### src/dioflx_map.svh
// Purpose: offsets, field codes, reset values for the drive i/o function block
// Assumes: 16-bit parameter port, offsets are parameter addresses
// Notes: definitions only
`ifndef DIOFLX_MAP_SVH
`define DIOFLX_MAP_SVH

`define DIOFLX_OFF_LIM_RELEASE 12'h060c
`define DIOFLX_OFF_REF_POL 12'h061c
`define DIOFLX_OFF_NEG_POL 12'h061e
`define DIOFLX_OFF_POS_POL 12'h0620
`define DIOFLX_OFF_LINE_TWO 12'h0724
`define DIOFLX_OFF_LINE_THREE 12'h0726
`define DIOFLX_OFF_LINE_FOUR 12'h0728

`define DIOFLX_RST_LIM_RELEASE 16'h0000
`define DIOFLX_RST_POL 16'h0001
`define DIOFLX_RST_FUNC 16'h0001

`define DIOFLX_FN_FREE 16'h0001
`define DIOFLX_FN_FAULT_RESET 16'h0002
`define DIOFLX_FN_ENABLE 16'h0003
`define DIOFLX_FN_FOUR 16'h0004
`define DIOFLX_FN_JOG_POS 16'h0009
`define DIOFLX_FN_JOG_NEG 16'h000a
`define DIOFLX_FN_JOG_FAST 16'h000b
`define DIOFLX_FN_REF 16'h0014
`define DIOFLX_FN_LIM_NEG 16'h0016
`define DIOFLX_FN_OUT_FREE 16'h0065
`define DIOFLX_FN_OUT_NO_FAULT 16'h0066
`define DIOFLX_FN_OUT_READY 16'h0067

`define DIOFLX_POL_INACTIVE 16'h0000
`define DIOFLX_POL_NC 16'h0001
`define DIOFLX_POL_NO 16'h0002
`define DIOFLX_REL_OFF 16'h0000
`define DIOFLX_REL_MODE1 16'h0001
`define DIOFLX_REL_MODE2 16'h0002

`endif

### src/dioflx_pkg.sv
// Purpose: types for the drive i/o function block
// Assumes: nothing
// Notes: none
package dioflx_pkg;
    typedef enum logic [1:0] {
        DIOFLX_LINE_TWO,
        DIOFLX_LINE_THREE,
        DIOFLX_LINE_FOUR
    } dioflx_line_t;
    typedef logic [15:0] dioflx_word_t;
endpackage : dioflx_pkg

### src/dioflx_top.sv
// Purpose: function assignment and switch evaluation of three multipurpose lines
// Assumes: one clock mclk, synchronous active-low reset, 16-bit parameter port
// Notes: rst_b stands for power-on; function selectors load into the active copy only then
`timescale 1ns/1ps
`include "dioflx_map.svh"
module dioflx_top
    import dioflx_pkg::*;
(
    input wire logic mclk,
    input wire logic rst_b,
    input wire logic [11:0] parAddr,
    input wire logic [15:0] parWdata,
    input wire logic parWrite,
    input wire logic parRead,
    output logic [15:0] parRdata,
    output logic parAck,
    output logic parErr,
    input wire logic powerStageOn,
    input wire logic localMode,
    input wire logic cyclicSyncMode,
    input wire logic refMoveActive,
    input wire logic noFault,
    input wire logic driveReady,
    input wire logic [2:0] outFreeLevel,
    input wire logic [2:0] linePinIn,
    output logic [2:0] linePinOut,
    output logic [2:0] linePinOe,
    input wire logic posLimitPin,
    input wire logic limitErrClear,
    output logic faultResetReq,
    output logic enableReq,
    output logic negLimitHit,
    output logic posLimitHit,
    output logic refSwitchHit,
    output logic limitErr
);
    dioflx_word_t limRelease_reg;
    dioflx_word_t refPol_reg;
    dioflx_word_t negPol_reg;
    dioflx_word_t posPol_reg;
    dioflx_word_t func_reg [3];
    dioflx_word_t funcAct_reg [3];
    dioflx_word_t limReleaseAct_reg;
    dioflx_word_t refPolAct_reg;
    dioflx_word_t negPolAct_reg;
    dioflx_word_t posPolAct_reg;
    logic [2:0] pinMeta;
    logic [2:0] pinSync;
    logic posMeta;
    logic posSync;
    logic powerPrev;
    logic [2:0] lineFr;
    logic [2:0] lineEn;
    logic [2:0] lineRef;
    logic [2:0] lineRefUsed;
    logic [2:0] lineNeg;
    logic [2:0] lineNegUsed;
    logic negLevel;
    logic refLevel;
    logic refUsed;
    logic negNext;
    logic posNext;
    logic refNext;
    logic powerRise;
    logic validWrite;
    logic codeOk;
    logic hitAtEnable;
    logic justEnabled_reg;
    logic suppress_reg;
    logic maskNow;

    // two stages for every pin; first stage feeds nothing else
    always_ff @(posedge mclk) begin
        if (!rst_b) begin
            pinMeta <= 3'h0;
            pinSync <= 3'h0;
            posMeta <= 1'b0;
            posSync <= 1'b0;
        end else begin
            pinMeta <= linePinIn;
            pinSync <= pinMeta;
            posMeta <= posLimitPin;
            posSync <= posMeta;
        end
    end

    always_ff @(posedge mclk) begin
        if (!rst_b) begin
            powerPrev <= 1'b0;
        end else begin
            powerPrev <= powerStageOn;
        end
    end
    assign powerRise = powerStageOn && !powerPrev;

    function automatic logic funcLegal(input logic [1:0] line, input dioflx_word_t code);
        logic ok;
        ok = 1'b0;
        unique case (code)
            `DIOFLX_FN_FREE, `DIOFLX_FN_FAULT_RESET, `DIOFLX_FN_ENABLE, `DIOFLX_FN_FOUR,
            `DIOFLX_FN_JOG_NEG, `DIOFLX_FN_JOG_FAST, `DIOFLX_FN_REF,
            `DIOFLX_FN_OUT_FREE, `DIOFLX_FN_OUT_NO_FAULT, `DIOFLX_FN_OUT_READY: ok = 1'b1;
            `DIOFLX_FN_LIM_NEG: ok = (line == 2'd0);
            `DIOFLX_FN_JOG_POS: ok = (line != 2'd0);
            default: ok = 1'b0;
        endcase
        return ok;
    endfunction : funcLegal

    // code check for the addressed parameter
    always_comb begin
        codeOk = 1'b0;
        unique case (parAddr)
            `DIOFLX_OFF_LIM_RELEASE: codeOk = parWdata <= `DIOFLX_REL_MODE2;
            `DIOFLX_OFF_REF_POL: codeOk = parWdata == `DIOFLX_POL_NC
                || parWdata == `DIOFLX_POL_NO;
            `DIOFLX_OFF_NEG_POL: codeOk = parWdata <= `DIOFLX_POL_NO;
            `DIOFLX_OFF_POS_POL: codeOk = parWdata <= `DIOFLX_POL_NO;
            `DIOFLX_OFF_LINE_TWO: codeOk = funcLegal(2'd0, parWdata);
            `DIOFLX_OFF_LINE_THREE: codeOk = funcLegal(2'd1, parWdata);
            `DIOFLX_OFF_LINE_FOUR: codeOk = funcLegal(2'd2, parWdata);
            default: codeOk = 1'b0;
        endcase
    end
    assign validWrite = parWrite && codeOk && !powerStageOn;

    always_ff @(posedge mclk) begin
        if (!rst_b) begin
            limRelease_reg <= `DIOFLX_RST_LIM_RELEASE;
            refPol_reg <= `DIOFLX_RST_POL;
            negPol_reg <= `DIOFLX_RST_POL;
            posPol_reg <= `DIOFLX_RST_POL;
            func_reg[0] <= `DIOFLX_RST_FUNC;
            func_reg[1] <= `DIOFLX_RST_FUNC;
            func_reg[2] <= `DIOFLX_RST_FUNC;
        end else if (validWrite) begin
            unique case (parAddr)
                `DIOFLX_OFF_LIM_RELEASE: limRelease_reg <= parWdata;
                `DIOFLX_OFF_REF_POL: refPol_reg <= parWdata;
                `DIOFLX_OFF_NEG_POL: negPol_reg <= parWdata;
                `DIOFLX_OFF_POS_POL: posPol_reg <= parWdata;
                `DIOFLX_OFF_LINE_TWO: func_reg[0] <= parWdata;
                `DIOFLX_OFF_LINE_THREE: func_reg[1] <= parWdata;
                `DIOFLX_OFF_LINE_FOUR: func_reg[2] <= parWdata;
                default: ;
            endcase
        end
    end

    // reset is the power-on event; stored values are not persistent here
    always_ff @(posedge mclk) begin
        if (!rst_b) begin
            funcAct_reg[0] <= `DIOFLX_RST_FUNC;
            funcAct_reg[1] <= `DIOFLX_RST_FUNC;
            funcAct_reg[2] <= `DIOFLX_RST_FUNC;
        end
    end

    always_ff @(posedge mclk) begin
        if (!rst_b) begin
            limReleaseAct_reg <= `DIOFLX_RST_LIM_RELEASE;
            refPolAct_reg <= `DIOFLX_RST_POL;
            negPolAct_reg <= `DIOFLX_RST_POL;
            posPolAct_reg <= `DIOFLX_RST_POL;
        end else if (powerRise) begin
            limReleaseAct_reg <= limRelease_reg;
            refPolAct_reg <= refPol_reg;
            negPolAct_reg <= negPol_reg;
            posPolAct_reg <= posPol_reg;
        end
    end

    always_ff @(posedge mclk) begin
        if (!rst_b) begin
            parRdata <= 16'h0000;
            parAck <= 1'b0;
            parErr <= 1'b0;
        end else begin
            parAck <= parWrite || parRead;
            parErr <= parWrite && !validWrite;
            parRdata <= 16'h0000;
            if (parRead) begin
                unique case (parAddr)
                    `DIOFLX_OFF_LIM_RELEASE: parRdata <= limRelease_reg;
                    `DIOFLX_OFF_REF_POL: parRdata <= refPol_reg;
                    `DIOFLX_OFF_NEG_POL: parRdata <= negPol_reg;
                    `DIOFLX_OFF_POS_POL: parRdata <= posPol_reg;
                    `DIOFLX_OFF_LINE_TWO: parRdata <= func_reg[0];
                    `DIOFLX_OFF_LINE_THREE: parRdata <= func_reg[1];
                    `DIOFLX_OFF_LINE_FOUR: parRdata <= func_reg[2];
                    default: parErr <= 1'b1;
                endcase
            end
        end
    end

    for (genvar i = 0; i < 3; i++) begin : gLine
        dioflx_line uLine (
            .mclk(mclk),
            .rst_b(rst_b),
            .activeFunc(funcAct_reg[i]),
            .pinSync(pinSync[i]),
            .localMode(localMode),
            .outFreeLevel(outFreeLevel[i]),
            .noFault(noFault),
            .driveReady(driveReady),
            .pinOut(linePinOut[i]),
            .pinOe(linePinOe[i]),
            .faultResetReq(lineFr[i]),
            .enableReq(lineEn[i]),
            .refLevel(lineRef[i]),
            .refUsed(lineRefUsed[i]),
            .limNegLevel(lineNeg[i]),
            .limNegUsed(lineNegUsed[i])
        );
    end

    assign negLevel = |(lineNeg & lineNegUsed);
    assign refLevel = |(lineRef & lineRefUsed);
    assign refUsed = |lineRefUsed;

    function automatic logic switchHit(input dioflx_word_t pol, input logic level);
        logic hit;
        hit = 1'b0;
        if (pol == `DIOFLX_POL_NC) begin
            hit = !level;
        end else if (pol == `DIOFLX_POL_NO) begin
            hit = level;
        end
        return hit;
    endfunction : switchHit

    always_comb begin
        negNext = |lineNegUsed && switchHit(negPolAct_reg, negLevel);
        posNext = switchHit(posPolAct_reg, posSync);
        refNext = refMoveActive && refUsed && switchHit(refPolAct_reg, refLevel);
    end

    always_ff @(posedge mclk) begin
        if (!rst_b) begin
            negLimitHit <= 1'b0;
            posLimitHit <= 1'b0;
            refSwitchHit <= 1'b0;
            faultResetReq <= 1'b0;
            enableReq <= 1'b0;
        end else begin
            negLimitHit <= negNext;
            posLimitHit <= posNext;
            refSwitchHit <= refNext;
            faultResetReq <= |lineFr;
            enableReq <= |lineEn;
        end
    end

    // first cycle after the enable edge: active copies hold the new settings by then
    always_ff @(posedge mclk) begin
        if (!rst_b) begin
            justEnabled_reg <= 1'b0;
        end else begin
            justEnabled_reg <= powerRise;
        end
    end

    // mode 2 in cyclic sync mode masks a switch already hit at enable until it is released
    assign hitAtEnable = justEnabled_reg && cyclicSyncMode && (negNext || posNext)
        && limReleaseAct_reg == `DIOFLX_REL_MODE2;
    assign maskNow = suppress_reg || hitAtEnable;

    always_ff @(posedge mclk) begin
        if (!rst_b) begin
            suppress_reg <= 1'b0;
        end else if (!powerStageOn || !(negNext || posNext)) begin
            suppress_reg <= 1'b0;
        end else if (hitAtEnable) begin
            suppress_reg <= 1'b1;
        end
    end

    // error sticks; set wins over clear; clear only allowed with release active
    // the enabling cycle is skipped since polarities there are still the old ones
    always_ff @(posedge mclk) begin
        if (!rst_b) begin
            limitErr <= 1'b0;
        end else if (powerStageOn && powerPrev && (negNext || posNext) && !maskNow) begin
            limitErr <= 1'b1;
        end else if (limitErrClear && cyclicSyncMode
            && limReleaseAct_reg != `DIOFLX_REL_OFF) begin
            limitErr <= 1'b0;
        end
    end
endmodule : dioflx_top

### src/dioflx_line.sv
// Purpose: one multipurpose i/o line, decodes its active function
// Assumes: pin already synchronised by caller
// Notes: one instance per line
`timescale 1ns/1ps
`include "dioflx_map.svh"
module dioflx_line
    import dioflx_pkg::*;
(
    input wire logic mclk,
    input wire logic rst_b,
    input wire logic [15:0] activeFunc,
    input wire logic pinSync,
    input wire logic localMode,
    input wire logic outFreeLevel,
    input wire logic noFault,
    input wire logic driveReady,
    output logic pinOut,
    output logic pinOe,
    output logic faultResetReq,
    output logic enableReq,
    output logic refLevel,
    output logic refUsed,
    output logic limNegLevel,
    output logic limNegUsed
);
    logic isOut;
    logic outVal;

    always_comb begin
        isOut = 1'b1;
        outVal = 1'b0;
        unique case (activeFunc)
            `DIOFLX_FN_OUT_FREE: outVal = outFreeLevel;
            `DIOFLX_FN_OUT_NO_FAULT: outVal = noFault;
            `DIOFLX_FN_OUT_READY: outVal = driveReady;
            default: isOut = 1'b0;
        endcase
    end

    always_ff @(posedge mclk) begin
        if (!rst_b) begin
            pinOut <= 1'b0;
            pinOe <= 1'b0;
        end else begin
            pinOut <= outVal;
            pinOe <= isOut;
        end
    end

    // local-only inputs are gated here so nothing else needs the mode
    always_ff @(posedge mclk) begin
        if (!rst_b) begin
            faultResetReq <= 1'b0;
            enableReq <= 1'b0;
        end else begin
            faultResetReq <= localMode && activeFunc == `DIOFLX_FN_FAULT_RESET && pinSync;
            enableReq <= localMode && activeFunc == `DIOFLX_FN_ENABLE && pinSync;
        end
    end

    assign refUsed = activeFunc == `DIOFLX_FN_REF;
    assign refLevel = pinSync;
    assign limNegUsed = activeFunc == `DIOFLX_FN_LIM_NEG;
    assign limNegLevel = pinSync;
endmodule : dioflx_line

### config.mk
export PLATFORM = sky130hd
export DESIGN_NAME = dioflx_top
export DESIGN_NICKNAME = d
export VERILOG_FILES = /design/src/dioflx_pkg.sv /design/src/dioflx_top.sv /design/src/dioflx_line.sv
export VERILOG_INCLUDE_DIRS = /design/src /design/src/src
export SDC_FILE = /design/constraint.sdc
export NUM_CORES = 1
export LEC_CHECK = 0
export BUFFER_PORTS_ARGS = -buffer_cell sky130_fd_sc_hd__clkbuf_2
export CAP_MARGIN = 20
export CORE_UTILIZATION = 52
export CTS_BUF_LIST = sky130_fd_sc_hd__clkbuf_16
export DETAILED_ROUTE_END_ITERATION = 7
export GPL_TIMING_DRIVEN = 0
export PLACE_DENSITY = 0.84
export REMOVE_ABC_BUFFERS = 1
export SYNTH_ARGS = -nofsm -noshare
export SYNTH_HDL_FRONTEND = slang
export SYNTH_SLANG_ARGS = --single-unit
### constraint.sdc
create_clock -name mclk -period 2.8 [get_ports mclk]
set_input_delay 0.42 -clock mclk [delete_from_list [all_inputs] [get_ports mclk]]
set_output_delay 0.42 -clock mclk [all_outputs]
set_load 0.03 [all_outputs]
==> run metrics <==
CP startpoint kind=input port; Sequential Power Share=0.519; DP Area=7000 um2; non-filler cells in the finished layout=between 800 and 900; Clock Skew=0.00678 ns; VDD IR max=about 0.39 mV; Post-synth EDFFs=48; die width=114 um; TritonCTS clock tree=done; Largest register FFs=between 40 and 50; vias in the first global route=~5000; minimum clock period=roughly 2.7 ns; worst hold path stage count=2; HP Class=input port to register; drc violations=0; hold_buf cts=0; leak pwr=~2.8 nW; Pwr Total=around 5 mW; RR Startpoint=posPolAct_reg[3]; gpl congestion=about 0.96; I/O Buffers=between 50 and 60; Worst Hold Launch=posLimitPin; Root Buffer=clkbuf_16; CP cell instances=clkbuf_2, or4b_1, a2111o_1, nor2_1, a22oi_2, nand2_1, a31o_2; Die Area=around 13000 um2; RSZ-0062 raised after global routing=yes; FF-to-FF setup slack=around 1.2 ns; period utilization=0.972; Critical Path Fanout Max=16; CTS H-Tree Depth=4; dominant cells by area after synthesis=dfxtp_1 37%, edfxtp_1 22%, nand2_1 8.4%; HPWL after DPL=between 10000 and 15000 um; Final Cell Area=~7600 um2; CP arrival=around 2.8 ns; status=finished, final reports clean; largest net degree at the start of global routing=53; # nets final=approximately 760; Setup CP Type=input port to register; Post-Syn Area=6460 um2; Row Count=40; Syn Area/Cell=10.1 um2; final hold viol count=0; ant diodes=0; library cells used by synthesis=55; gr ovfl total=0; Top FF cell, synth=dfxtp_1; Synth area leader=dfxtp_1; Critical R2R Capture=limitErr; Gate Count Post-Synth=643; hold endpoint=posMeta; drt via density=5.90; Post-synth ARST share=0; initial antenna violation count=0; Vias=between 5000 and 6000; TritonCTS Buffers=17; Clock power frac=0.441; Switch Pwr=approximately 1.1 mW; die height=about 110 um; register bit total from synthesis=between 150 and 200; Final ANT Viol Nets=0; clock buffer depth=2; Yosys Warn Count=0; 1st-pass router iterations=6; max cap viols=0; GRT Util Overall=0.252; pwr/cell area=between 600 and 700 nW/um2; Comb pwr share=0.040; # setup viols final=0; Ports=76; dpl cells=~870; CP max stage delay=0.74 ns; worst-margin pin slew=a little over 0.9 ns; WL per Instance=between 15 and 20 um; clk_lat worst skew=approximately 0.43 ns; FMAX=~370 MHz; worst r2r path cells=5; Sw Ratio=0.228; fin util=0.628; synth cell count leaders=145 x nand2_1, 121 x dfxtp_1, 73 x nor2_1; first-pass GRT wire length=around 25000 um; CP Data Required Time=2.87 ns; core area=around 12000 um2; final wirelength=15700 um; top-count cell post-synth=nand2_1; Seq/Total Area, Yosys=0.598; synthesis-to-layout area growth=17.1%; cell internal pwr=3.85 mW; Synth top area share=0.375; Clock Sinks=169; final max-slew violation count=0; Starting Density=0.536; layout cell share with drive strength beyond 1=0.157; drt initial violations=between 600 and 700; Crit. End Element=register; crit path max-delay cell type=or4b_1; Rel. slew slack=0.387; Worst-path clk slew=~0.06 ns
## layout make-up
type	count	area, um2
inverters	4	15.0
clock inverters	15	123
repair buffers	66	428
well taps	168	210
fillers	913	4490
multi-input cells	460	2510
clock buffers	17	425
flip-flops and latches	169	3860
## routing by layer
metal,vias to the layer above,GRT usage,share of wire
li1,2407,-,-
met1,2552,0.296,0.38
met2,288,0.426,0.51
met3,55,0.0670,0.079
met4,0,0.128,0.029
met5,-,0,0
## cell usage in the layout (no fill, tap or decap), types with 6 or more instances in the layout
master / n
a21oi_1: 35
a222oi_1: 16
a22oi_1: 32
a31oi_1: 16
and2_1: 11
clkbuf_16: 17
clkbuf_2: 55
conb_1: 37
dfxtp_1: 121
edfxtp_1: 48
mux2i_1: 7
nand2_1: 145
nor2_1: 73
nor4_1: 10
o21ai_0: 6
## worst max-delay path: cells and delay by family
kind | cells | cell delay, ns
and+or+nand+nor | 3 | 1.08
buffers and inverters | 1 | 0.09
AOI/OAI and AO/OA | 3 | 1.18
## stage by stage
stage | setup WS, ns | TNS (ns) | hold WS [ns]
2_1_floorplan | -0.269 | -8.84 | 0.409
3_3_place_gp | -1.36 | -123.59 | 0.415
3_5_place_dp | -0.905 | -71.75 | 0.420
4_1_cts | 0.0997 | 0 | 0.199
5_1_grt | -0.0515 | -1.40 | 0.198
6_report | 0.0791 | 0 | 0.204
## worst max path at each step
stage	startpoint	end	cells after the start
detailed placement	parAddr[4]	func_reg[0][44]	8
global placement	parAddr[4]	parRdata[7]	5
CTS	parAddr[4]	func_reg[0][12]	7
finish	parAddr[4]	func_reg[0][8]	7
floorplan	parAddr[4]	func_reg[0][32]	6
global route	parAddr[4]	func_reg[0][12]	7
## kinds of logic after synthesis
group                     Yosys count  synth area share
AOI/OAI and AO/OA                 126             0.145
muxes                               7            0.0108
and+or+nand+nor                   289             0.205
xor gates and xnor gates            1           0.00135
buffers and inverters              50            0.0399
other                               1          0.000580
DFF                               169             0.598
## power by group through the flow
stage / Combinational (mW) / Sequential [mW] / Clock [mW]
after global placement: 0.170 / 2.64 / 0
after detailed placement: 0.191 / 2.64 / 0
after global routing: 0.214 / 2.59 / 2.30
final: 0.198 / 2.59 / 2.20
after floorplan: 0.0851 / 2.64 / 0
after CTS: 0.192 / 2.59 / 2.21
## timing repair
item	4_1_cts	5_1_grt
endpoints found under the setup margin	64	32
endpoints found under the hold margin	0	0
resized for setup	1	0
pin swaps	1	0
setup buffers	1	0
Note: power is estimated with default switching activity, not from simulation.
